==> src/hdl/flp_pkg.sv <==
package flp_pkg;

	// ************************************************************
	// Timebase
	// ************************************************************
	localparam int CLK_PERIOD_PS = 25000;
	localparam int US_PS         = 1000000;
	localparam int CYC_PER_US    = US_PS / CLK_PERIOD_PS;
	localparam int INT_STEP_PS   = 31250;
	localparam int INT_FIXED_US  = 9;
	localparam int INT_FIXED_CYC = INT_FIXED_US * CYC_PER_US;
	localparam int TIME_W        = 24;
	localparam int APB_AW        = 10;

	// ************************************************************
	// Register indices (byte address is four times the index)
	// ************************************************************
	localparam logic [7:0] IDX_A_CONNECT   = 8'h30;
	localparam logic [7:0] IDX_A_PULSES    = 8'h31;
	localparam logic [7:0] IDX_B_CONNECT   = 8'h35;
	localparam logic [7:0] IDX_B_PULSES    = 8'h36;
	localparam logic [7:0] IDX_PERIOD_HIGH = 8'h37;
	localparam logic [7:0] IDX_A_INTEG     = 8'h39;
	localparam logic [7:0] IDX_B_INTEG     = 8'h3b;
	localparam logic [7:0] IDX_A_FLOAT_LED = 8'h3e;
	localparam logic [7:0] IDX_B_FLOAT_LED = 8'h3f;
	localparam logic [7:0] IDX_SIGNS       = 8'h58;
	localparam logic [7:0] IDX_FIRE_MASKS  = 8'h5a;
	localparam logic [7:0] IDX_CONTROL     = 8'h70;
	localparam logic [7:0] IDX_STATUS      = 8'h71;

	localparam logic [15:0] REG_RESET = 16'h0000;

	// ************************************************************
	// Field positions
	// ************************************************************
	localparam int CONNECT_LSB    = 8;
	localparam int DUMP_OFF_LSB   = 0;
	localparam int PULSES_LSB     = 8;
	localparam int PERIOD_LSB     = 0;
	localparam int PERIOD_HI_A    = 0;
	localparam int PERIOD_HI_B    = 8;
	localparam int INT_WIDTH_LSB  = 11;
	localparam int INT_START_LSB  = 0;
	localparam int FLT_WIDTH_LSB  = 8;
	localparam int FLT_OFF_LSB    = 0;
	localparam int LED_SELECT_LSB = 14;
	localparam int SIGN12_A_LSB   = 1;
	localparam int SIGN34_A_LSB   = 8;
	localparam int SIGN12_B_LSB   = 5;
	localparam int SIGN34_B_LSB   = 10;
	localparam int FIRE_A_LSB     = 8;
	localparam int FIRE_B_LSB     = 12;
	localparam int CTRL_START     = 0;
	localparam int CTRL_SLOT_B    = 1;
	localparam int CTRL_AMBIENT   = 2;
	localparam int STAT_BUSY      = 0;
	localparam int STAT_DONE      = 1;
	localparam int STAT_INDEX_LSB = 8;

	localparam logic [7:0] AMBIENT_PULSES = 8'h02;

	typedef enum logic [1:0]
	{
		FLP_IDLE   = 2'b00,
		FLP_RUN    = 2'b01,
		FLP_FINISH = 2'b11
	} flp_state_e;

endpackage

==> src/hdl/flp_win_if.sv <==
`timescale 1ns/1ps
interface flp_win_if;
	import flp_pkg::*;
	logic [TIME_W-1:0] now;
	logic [TIME_W-1:0] base;
	logic [TIME_W-1:0] startCyc;
	logic [TIME_W-1:0] widthCyc;
	logic              active;
	logic              lastCycle;

	modport client (output now, output base, output startCyc, output widthCyc, input active, input lastCycle);
	modport window (input now, input base, input startCyc, input widthCyc, output active, output lastCycle);
endinterface

==> src/hdl/flp_window.sv <==
`timescale 1ns/1ps
module flp_window
	import flp_pkg::*;
(
	flp_win_if.window w
);
	logic [TIME_W-1:0] openAt;
	logic [TIME_W-1:0] closeAt;

	always_comb
	begin
		openAt      = w.base + w.startCyc;
		closeAt     = openAt + w.widthCyc;
		w.active    = (w.now >= openAt) && (w.now < closeAt);
		w.lastCycle = (w.widthCyc != '0) && (w.now == closeAt - TIME_W'(1));
	end
endmodule

==> src/hdl/flp_pulse_select.sv <==
`timescale 1ns/1ps
module flp_pulse_select
	import flp_pkg::*;
(
	input  wire logic [1:0] position,
	input  wire logic [3:0] fireMask,
	input  wire logic [1:0] firstPairSign,
	input  wire logic [1:0] secondPairSign,
	input  wire logic       ambientMode,
	output logic            fire,
	output logic            subtract
);
	logic [1:0] pairSign;

	always_comb
	begin
		pairSign = position[1] ? secondPairSign : firstPairSign;
		if (ambientMode)
		begin
			// Dark pulses only: first pulse subtracted, second added
			fire     = 1'b0;
			subtract = ~position[0];
		end
		else
		begin
			fire     = ~fireMask[position];
			// High field bit signs the first pulse of the pair, low bit the second
			subtract = position[0] ? pairSign[0] : pairSign[1];
		end
	end
endmodule

==> src/hdl/flp_float_led_timing.sv <==
// Notes on behaviour
// - Connect window lasts the slot's 5-bit connect time in microseconds.
// - Integrator start counts in 31.25 ns steps; software picks its value.
// - A fixed 9 us is added before every integration window opens.
// - Each float-mode LED pulse lasts the 5-bit pulse width in microseconds.
// - First LED pulse sits at the slot's 8-bit float LED offset.
// - LED fires only where its 4-bit mask bit is zero, bit0 first.
// - Negative integration phase spans the whole window of a subtracted pulse; integration is timed from its own start field, not the connect window.
// - Signs 2 and 1 add pulses two and three, subtract one and four.
// - All float intervals equal; LED lit by the fire mask alone, whatever the pulse's sign.
// - Ambient mode: two dark pulses, first subtracted, second added.
// - 10-bit float period in microseconds spaces every later pulse.
// - First-pair sign 2 subtracts pulse one and adds pulse two.
// - Second-pair sign 1 adds pulse three and subtracts pulse four.
`timescale 1ns/1ps
module flp_float_led_timing
	import flp_pkg::*;
(
	input  wire logic              clk_sys,
	input  wire logic              nrst,
	input  wire logic              psel,
	input  wire logic              penable,
	input  wire logic              pwrite,
	input  wire logic [APB_AW-1:0] paddr,
	input  wire logic [31:0]       pwdata,
	output logic [31:0]            prdata,
	output logic                   pready,
	output logic                   pslverr,
	output logic                   ledDrive,
	output logic [1:0]             ledSelect,
	output logic                   pdConnect,
	output logic                   integrate,
	output logic                   integrateSubtract,
	output logic                   resultStrobe,
	output logic                   resultSubtract,
	output logic                   slotB,
	output logic                   busy
);

	// ************************************************************
	// State
	// ************************************************************
	typedef struct packed
	{
		logic [15:0]       aConnect;
		logic [15:0]       aPulses;
		logic [15:0]       bConnect;
		logic [15:0]       bPulses;
		logic [15:0]       periodHigh;
		logic [15:0]       aInteg;
		logic [15:0]       bInteg;
		logic [15:0]       aFloatLed;
		logic [15:0]       bFloatLed;
		logic [15:0]       signs;
		logic [15:0]       fireMasks;
		logic              slotB;
		logic              ambient;
		flp_state_e        state;
		logic              done;
		logic [TIME_W-1:0] now;
		logic [TIME_W-1:0] base;
		logic [7:0]        index;
		logic              led;
		logic [1:0]        ledSel;
		logic              connect;
		logic              integ;
		logic              sub;
		logic              resStrobe;
		logic              resSub;
		logic [31:0]       rdata;
		logic              slvErr;
	} flp_regs_s;

	flp_regs_s r;
	flp_regs_s next_r;

	// ************************************************************
	// Helpers
	// ************************************************************
	function automatic logic [TIME_W-1:0] usToCyc(input logic [9:0] us);
		return TIME_W'(us) * TIME_W'(CYC_PER_US);
	endfunction

	// Rounded up so the window never opens before the programmed time
	function automatic logic [TIME_W-1:0] stepToCyc(input logic [10:0] steps);
		logic [31:0] ps;
		ps = 32'(steps) * 32'(INT_STEP_PS) + 32'(CLK_PERIOD_PS - 1);
		return TIME_W'(ps / 32'(CLK_PERIOD_PS));
	endfunction

	function automatic logic isMapped(input logic [7:0] idx);
		return idx inside {IDX_A_CONNECT, IDX_A_PULSES, IDX_B_CONNECT, IDX_B_PULSES, IDX_PERIOD_HIGH,
			IDX_A_INTEG, IDX_B_INTEG, IDX_A_FLOAT_LED, IDX_B_FLOAT_LED, IDX_SIGNS, IDX_FIRE_MASKS,
			IDX_CONTROL, IDX_STATUS};
	endfunction

	function automatic logic [TIME_W-1:0] maxTime(input logic [TIME_W-1:0] a, input logic [TIME_W-1:0] b);
		return (a > b) ? a : b;
	endfunction

	// ************************************************************
	// Selected slot configuration
	// ************************************************************
	logic [15:0]       selConnect;
	logic [15:0]       selPulses;
	logic [15:0]       selInteg;
	logic [15:0]       selFloat;
	logic [1:0]        selPeriodHigh;
	logic [1:0]        selSign12;
	logic [1:0]        selSign34;
	logic [3:0]        selMask;
	logic [7:0]        pulseTotal;
	logic [TIME_W-1:0] periodCyc;
	logic [TIME_W-1:0] pulseEnd;
	logic [TIME_W-1:0] lastRel;

	flp_win_if connWin ();
	flp_win_if ledWin ();
	flp_win_if intWin ();

	logic fire;
	logic subtract;

	always_comb
	begin
		selConnect    = r.slotB ? r.bConnect : r.aConnect;
		selPulses     = r.slotB ? r.bPulses : r.aPulses;
		selInteg      = r.slotB ? r.bInteg : r.aInteg;
		selFloat      = r.slotB ? r.bFloatLed : r.aFloatLed;
		selPeriodHigh = r.slotB ? r.periodHigh[PERIOD_HI_B +: 2] : r.periodHigh[PERIOD_HI_A +: 2];
		selSign12     = r.slotB ? r.signs[SIGN12_B_LSB +: 2] : r.signs[SIGN12_A_LSB +: 2];
		selSign34     = r.slotB ? r.signs[SIGN34_B_LSB +: 2] : r.signs[SIGN34_A_LSB +: 2];
		selMask       = r.slotB ? r.fireMasks[FIRE_B_LSB +: 4] : r.fireMasks[FIRE_A_LSB +: 4];
		// Ambient mode always uses exactly two pulses
		pulseTotal    = r.ambient ? AMBIENT_PULSES : selPulses[PULSES_LSB +: 8];
		periodCyc     = usToCyc({selPeriodHigh, selPulses[PERIOD_LSB +: 8]});
	end

	// ************************************************************
	// Windows, all relative to the current pulse's base time
	// ************************************************************
	always_comb
	begin
		connWin.now      = r.now;
		connWin.base     = r.base;
		connWin.startCyc = usToCyc({2'b00, selConnect[DUMP_OFF_LSB +: 8]});
		connWin.widthCyc = usToCyc({5'b00000, selConnect[CONNECT_LSB +: 5]});
		ledWin.now       = r.now;
		ledWin.base      = r.base;
		ledWin.startCyc  = usToCyc({2'b00, selFloat[FLT_OFF_LSB +: 8]});
		ledWin.widthCyc  = usToCyc({5'b00000, selFloat[FLT_WIDTH_LSB +: 5]});
		intWin.now       = r.now;
		intWin.base      = r.base;
		// Fixed lead added ahead of the programmed start
		intWin.startCyc  = stepToCyc(selInteg[INT_START_LSB +: 11])
			+ TIME_W'(INT_FIXED_CYC);
		intWin.widthCyc  = usToCyc({5'b00000, selInteg[INT_WIDTH_LSB +: 5]});
	end

	flp_window uConnWin
	(
		.w (connWin.window)
	);

	flp_window uLedWin
	(
		.w (ledWin.window)
	);

	flp_window uIntWin
	(
		.w (intWin.window)
	);

	// Pulse ends when its latest window closes; every pulse reuses the same offsets
	always_comb
	begin
		pulseEnd = maxTime(connWin.startCyc + connWin.widthCyc,
			maxTime(ledWin.startCyc + ledWin.widthCyc, intWin.startCyc + intWin.widthCyc));
		if (pulseEnd == '0)
		begin
			pulseEnd = TIME_W'(1);
		end
		lastRel = pulseEnd - TIME_W'(1);
	end

	flp_pulse_select uSelect
	(
		.position       (r.index[1:0]),
		.fireMask       (selMask),
		.firstPairSign  (selSign12),
		.secondPairSign (selSign34),
		.ambientMode    (r.ambient),
		.fire           (fire),
		.subtract       (subtract)
	);

	// ************************************************************
	// Next state
	// ************************************************************
	logic       setupPhase;
	logic       accessPhase;
	logic [7:0] regIdx;

	always_comb
	begin
		next_r      = r;
		setupPhase  = psel & ~penable;
		accessPhase = psel & penable;
		regIdx      = paddr[9:2];

		// Read data and error are captured in the setup cycle
		if (setupPhase)
		begin
			next_r.slvErr = ~isMapped(regIdx);
			unique case (regIdx)
				IDX_A_CONNECT:   next_r.rdata = {16'h0000, r.aConnect};
				IDX_A_PULSES:    next_r.rdata = {16'h0000, r.aPulses};
				IDX_B_CONNECT:   next_r.rdata = {16'h0000, r.bConnect};
				IDX_B_PULSES:    next_r.rdata = {16'h0000, r.bPulses};
				IDX_PERIOD_HIGH: next_r.rdata = {16'h0000, r.periodHigh};
				IDX_A_INTEG:     next_r.rdata = {16'h0000, r.aInteg};
				IDX_B_INTEG:     next_r.rdata = {16'h0000, r.bInteg};
				IDX_A_FLOAT_LED: next_r.rdata = {16'h0000, r.aFloatLed};
				IDX_B_FLOAT_LED: next_r.rdata = {16'h0000, r.bFloatLed};
				IDX_SIGNS:       next_r.rdata = {16'h0000, r.signs};
				IDX_FIRE_MASKS:  next_r.rdata = {16'h0000, r.fireMasks};
				IDX_CONTROL:     next_r.rdata = {29'h0, r.ambient, r.slotB, 1'b0};
				IDX_STATUS:      next_r.rdata = {16'h0000, r.index, 6'h00, r.done, r.state != FLP_IDLE};
				default:         next_r.rdata = 32'h0000_0000;
			endcase
		end

		if (accessPhase && pwrite)
		begin
			unique case (regIdx)
				IDX_A_CONNECT:   next_r.aConnect = pwdata[15:0];
				IDX_A_PULSES:    next_r.aPulses = pwdata[15:0];
				IDX_B_CONNECT:   next_r.bConnect = pwdata[15:0];
				IDX_B_PULSES:    next_r.bPulses = pwdata[15:0];
				IDX_PERIOD_HIGH: next_r.periodHigh = pwdata[15:0];
				IDX_A_INTEG:     next_r.aInteg = pwdata[15:0];
				IDX_B_INTEG:     next_r.bInteg = pwdata[15:0];
				IDX_A_FLOAT_LED: next_r.aFloatLed = pwdata[15:0];
				IDX_B_FLOAT_LED: next_r.bFloatLed = pwdata[15:0];
				IDX_SIGNS:       next_r.signs = pwdata[15:0];
				IDX_FIRE_MASKS:  next_r.fireMasks = pwdata[15:0];
				IDX_CONTROL:
				begin
					// A start while a sequence runs is ignored
					if (pwdata[CTRL_START] && r.state == FLP_IDLE)
					begin
						next_r.slotB   = pwdata[CTRL_SLOT_B];
						next_r.ambient = pwdata[CTRL_AMBIENT];
						next_r.state   = FLP_RUN;
						next_r.done    = 1'b0;
						next_r.now     = '0;
						next_r.base    = '0;
						next_r.index   = 8'h00;
					end
				end
				default:
				begin
				end
			endcase
		end

		// ************************************************************
		// Pulse sequencer
		// ************************************************************
		next_r.resStrobe = 1'b0;
		unique case (r.state)
			FLP_IDLE:
			begin
				next_r.led     = 1'b0;
				next_r.connect = 1'b0;
				next_r.integ   = 1'b0;
				next_r.sub     = 1'b0;
			end
			FLP_RUN:
			begin
				next_r.now     = r.now + TIME_W'(1);
				next_r.ledSel  = selFloat[LED_SELECT_LSB +: 2];
				next_r.led     = ledWin.active & fire;
				next_r.connect = connWin.active;
				next_r.integ   = intWin.active;
				next_r.sub     = subtract;
				if (intWin.lastCycle)
				begin
					next_r.resStrobe = 1'b1;
					next_r.resSub    = subtract;
				end
				if (pulseTotal == 8'h00)
				begin
					next_r.state = FLP_FINISH;
				end
				else if (r.now == r.base + lastRel)
				begin
					if (r.index + 8'h01 == pulseTotal)
					begin
						next_r.state = FLP_FINISH;
					end
					else
					begin
						// Every pulse after the first is one float period later
						next_r.index = r.index + 8'h01;
						next_r.base  = r.base + periodCyc;
					end
				end
			end
			FLP_FINISH:
			begin
				next_r.state   = FLP_IDLE;
				next_r.done    = 1'b1;
				next_r.led     = 1'b0;
				next_r.connect = 1'b0;
				next_r.integ   = 1'b0;
				next_r.sub     = 1'b0;
			end
			default:
			begin
				next_r.state = FLP_IDLE;
			end
		endcase
	end

	// ************************************************************
	// Registers
	// ************************************************************
	always_ff @(posedge clk_sys)
	begin
		if (!nrst)
		begin
			r            <= '0;
			r.aConnect   <= REG_RESET;
			r.aPulses    <= REG_RESET;
			r.bConnect   <= REG_RESET;
			r.bPulses    <= REG_RESET;
			r.periodHigh <= REG_RESET;
			r.aInteg     <= REG_RESET;
			r.bInteg     <= REG_RESET;
			r.aFloatLed  <= REG_RESET;
			r.bFloatLed  <= REG_RESET;
			r.signs      <= REG_RESET;
			r.fireMasks  <= REG_RESET;
			r.state      <= FLP_IDLE;
		end
		else
		begin
			r <= next_r;
		end
	end

	// ************************************************************
	// Outputs
	// ************************************************************
	assign prdata            = r.rdata;
	assign pready            = 1'b1;
	assign pslverr           = psel & penable & r.slvErr;
	assign ledDrive          = r.led;
	assign ledSelect         = r.ledSel;
	assign pdConnect         = r.connect;
	assign integrate         = r.integ;
	assign integrateSubtract = r.sub;
	assign resultStrobe      = r.resStrobe;
	assign resultSubtract    = r.resSub;
	assign slotB             = r.slotB;
	assign busy              = r.state != FLP_IDLE;

endmodule

==> config.mk <==
export PLATFORM = sky130hd
export DESIGN_NAME = flp_float_led_timing
export DESIGN_NICKNAME = d
export VERILOG_FILES = /design/src/hdl/flp_pkg.sv /design/src/hdl/flp_win_if.sv /design/src/hdl/flp_window.sv /design/src/hdl/flp_pulse_select.sv /design/src/hdl/flp_float_led_timing.sv
export SDC_FILE = /design/constraint.sdc
export NUM_CORES = 2
export LEC_CHECK = 0
export BUFFER_PORTS_ARGS = -buffer_cell sky130_fd_sc_hd__buf_2
export CAP_MARGIN = 10
export CORE_AREA = 5 5 298 300
export CTS_CLUSTER_DIAMETER = 50
export DETAILED_ROUTE_END_ITERATION = 7
export DIE_AREA = 0 0 303 305
export REMOVE_ABC_BUFFERS = 1
export SETUP_SLACK_MARGIN = 0.1
export SLEW_MARGIN = 25
export SYNTH_ARGS = -nofsm -noshare
export SYNTH_HDL_FRONTEND = slang
export SYNTH_SLANG_ARGS = --single-unit
==> constraint.sdc <==
create_clock -name clk_sys -period 26.1 [get_ports clk_sys]
set_input_delay 1.305 -clock clk_sys [delete_from_list [all_inputs] [get_ports clk_sys]]
set_output_delay 1.305 -clock clk_sys [all_outputs]
set_load 0.005 [all_outputs]
==> results.py <==
metrics = {
    "synthesis": {
        "synthDistinctLibCells": 136,
        "synth_warnings": 0,
        "synth_edf_count": 0,
        "synth_flop_cell": "dfxtp_1",
        "synthTopCellsByArea": "ha_1 15%, dfxtp_1 14%, xnor2_1 7.6%, a21oi_1 6.6%, nand2_1 6.4%",
        "synth_top_area_share": 0.1523,
        "synth_seq_area_share": 0.1438,
        "ys_ff_latch": 262,
        "avgSynthCellArea_um2": 7.515,
        "syn_inst": 4853,
        "synthArstFlopShare": 0,
        "synth_top_area_cell": "ha_1",
        "syn_area_um2": 36470,
    },
    "global_route": {
        "antenna_found_initial": 2,
        "grt_max_degree": 89,
        "grt_pass1_vias": 34240,
        "grtUsageTotal": 0.2431,
        "grt_overflow": 0,
        "grt_pass1_wl_um": 186200,
    },
    "timing": {
        "finalSetupViolCount": 0,
        "clock.fmax_mhz": 39.71,
        "rsz0062_at_grt": "true",
        "period_needed_ns": 25.19,
        "skew_ns": 0.05026,
        "worst_slew_pin_slew_ns": 1.117,
        "slew_viol_final": 0,
        "final.setup.tns_ns": 0,
        "hold_viol_final": 0,
        "min_period_over_period": 0.9649,
        "slew_headroom": 0.2555,
    },
    "power_and_ir_drop": {
        "ir_worst_vdd_v": 0.00005156,
        "p_leak_uw": 0.01904,
        "p_per_area_nw_per_um2": 20.83,
    },
    "clock_network": {
        "cts.clk_slew.worst_paths_ns": 0.07,
        "clk_latency_ns": 0.61,
        "cts_tree": "done",
        "clock_path_buffers": 3,
        "cts_root_buf": "clkbuf_16",
        "postCtsHoldBufs": 0,
        "cts_made_buffers": 30,
        "cts.sinks": 262,
        "htreeDepth": 1,
    },
    "die": {
        "fp.dieW_um": 303,
        "die-area_um2": 92420,
        "start_util": 0.4244,
        "die_y_um": 305,
        "io_pins": 91,
        "num_rows": 108,
        "core_area_um2": 85940,
    },
    "worst_setup_path": {
        "ff2ff_path_depth": 125,
        "crit_type": "register to register",
        "worst_path_max_delay_cell": "or4b_4",
        "slowest_delay_ns": 0.56,
        "worstReg2RegStart": "slotB",
        "rr_endpoint": "r[45]",
        "start_kind": "register",
        "arrival_ns": 25.68,
        "endpoint_kind": "register",
        "required_ns": 26.60,
        "crit_top_cell": "a21o_1",
        "critical_path.max_fanout": 11,
        "regToRegSetupSlack_ns": 0.91,
    },
    "detailed_routing": {
        "drt_iter0_markers": 2845,
        "vias_per_cell": 5.709,
        "drtAntennaViolNets": 0,
        "drc": 0,
        "drtPass1Iterations": 6,
        "wl_um": 119800,
        "via_count": 37090,
        "routedWlPerCell_um": 18.44,
    },
    "final_layout": {
        "fillCellCount": 8482,
        "nets": 5854,
        "fin_area_um2": 44350,
        "area_growth_pct": 21.61,
        "multi_input_area_um2": 30510,
        "layout-drive-gt1-share": 0.2056,
        "seq_area_um2": 5249,
    },
    "place": {
        "place_area_um2": 41000,
        "portBuffers": 55,
        "place.gp.congestion": 0.9231,
        "dp_hpwl_um": 92820,
    },
    "job": {
        "drv_cap": 0,
    },
    "min_path": {
        "worstHoldPathCells": 2,
        "hp-class": "register to register",
        "hp-start": "r[122]",
        "whs_endpoint": "r[122]",
    },
    "status": {
        "run_status": "finished, final reports clean",
    },
}
[cell usage after synthesis, drive strengths merged, types with 28 or more instances]
library cell / instances
a31oi: 49
o21bai: 64
nand2: 624
o31ai: 31
and2: 43
or2: 34
mux2: 55
nand2b: 72
nor2b: 75
a211oi: 40
xnor2: 321
nand4: 73
mux2i: 101
o211ai: 47
o21ai: 193
or3: 64
clkbuf: 150
inv: 298
o21a: 28
ha: 444
xor2: 106
dfxtp: 262
nor2: 235
a21o: 104
buf: 90
fa: 46
nor3: 100
nand3: 157
and3: 58
a21oi: 489
[worst max-delay path by stage]
| stage | from | end | slack [ns] | depth (start not counted) |
|---|---|---|---|---|
| after CTS | slotB | r[45] | 0.12 | 110 |
| final | slotB | r[45] | 0.91 | 125 |
| after global placement | slotB | r[45] | -0.005 | 109 |
| after floorplan | slotB | r[45] | -2.93 | 103 |
| after detailed placement | slotB | r[45] | -0.1 | 109 |
| after global routing | slotB | r[45] | -0.13 | 122 |
[through the flow]
stage	setup WS [ns]	hold slack (ns)	total power, uW	instances	utilization
after global placement	-0.004633	0.4396	491.2	6346	0.4770
after CTS	0.1206	0.4559	922.7	6406	0.4901
after global routing	-0.1313	0.4716	952.3	6495	0.5160
after detailed placement	-0.09717	0.4466	491.7	6346	0.4770
final	0.9149	0.4524	923.6	6496	0.5161
after floorplan	-2.931	0.4338	454.8	4635	-
[report_power, final]
part	total (uW)	internal, uW	switching [uW]
registers	403	401	1.62
logic	85.9	35.3	50.6
clock network	435	244	191
total	924	681	243
[cell type report]
| cell class | count | share of cell area |
|---|---|---|
| clock inverter | 16 | 0.003780 |
| clock buffer | 39 | 0.01927 |
| multi-input combinational | 4073 | 0.6879 |
| tap | 1155 | 0.03258 |
| sequential | 262 | 0.1183 |
| inverter | 302 | 0.02581 |
| antenna | 1 | 0.00005642 |
| timing repair buffer | 648 | 0.1122 |
[logic make-up after synthesis]
family,synth area share
other cells,0.0002059
xor+xnor,0.1042
buf+inv,0.06247
fa+ha+maj,0.1779
compound gates,0.2425
mux,0.04772
flops,0.1438
simple gates,0.2212
[sequential cells by signal (all words and copies together), names as in the netlist]
register and count:
connWin.base 24, connWin.now 24, integrate 1, integrateSubtract 1, ledDrive 1, ledSelect 2, pdConnect 1, prdata 16
r 189, resultStrobe 1, resultSubtract 1, slotB 1
[placed cells by master, fill, tap and decap left out, types with 71 or more instances in the layout]
cell / synthesis / final
xnor2_1: 317 / 307
nand4_1: 71 / 71
nor3_1: 98 / 83
dfxtp_1: 262 / 261
a21oi_1: 483 / 465
a21o_1: 104 / 104
xor2_1: 105 / 102
nand3_1: 156 / 150
nor2_1: 232 / 219
o21ai_0: 172 / 158
nor2b_1: 75 / 72
nand2b_1: 72 / 72
inv_1: 294 / 287
ha_1: 444 / 433
buf_4: 45 / 556
nand2_1: 619 / 608
mux2i_1: 98 / 82
[critical path, delay by kind of cell, from the launching register on]
family,cells,cell delay (ns)
adder cells (fa/ha/maj),9,2.89
AND/OR/NAND/NOR,21,3.52
XOR/XNOR,2,0.27
buffers and inverters,30,4.15
multiplexers,4,1.23
flip-flops,1,0.39
AO/OA/AOI/OAI,59,12.52
[what timing repair did]
item,CTS,global route
pin swaps,1,139
resized for setup,14,307
endpoints found under the setup margin,34,34
cloned,0,8
buffers inserted,5,81
[routing by layer]
metal | up-vias | track usage | part of all wire
li1 | 18410 | - | -
met1 | 17550 | 0.3432 | 0.46
met3 | 167 | 0.02705 | 0.053
met5 | - | 0 | 0.000058
met2 | 950 | 0.4036 | 0.46
met4 | 2 | 0.04560 | 0.020
(Power assumes the default switching activity.)
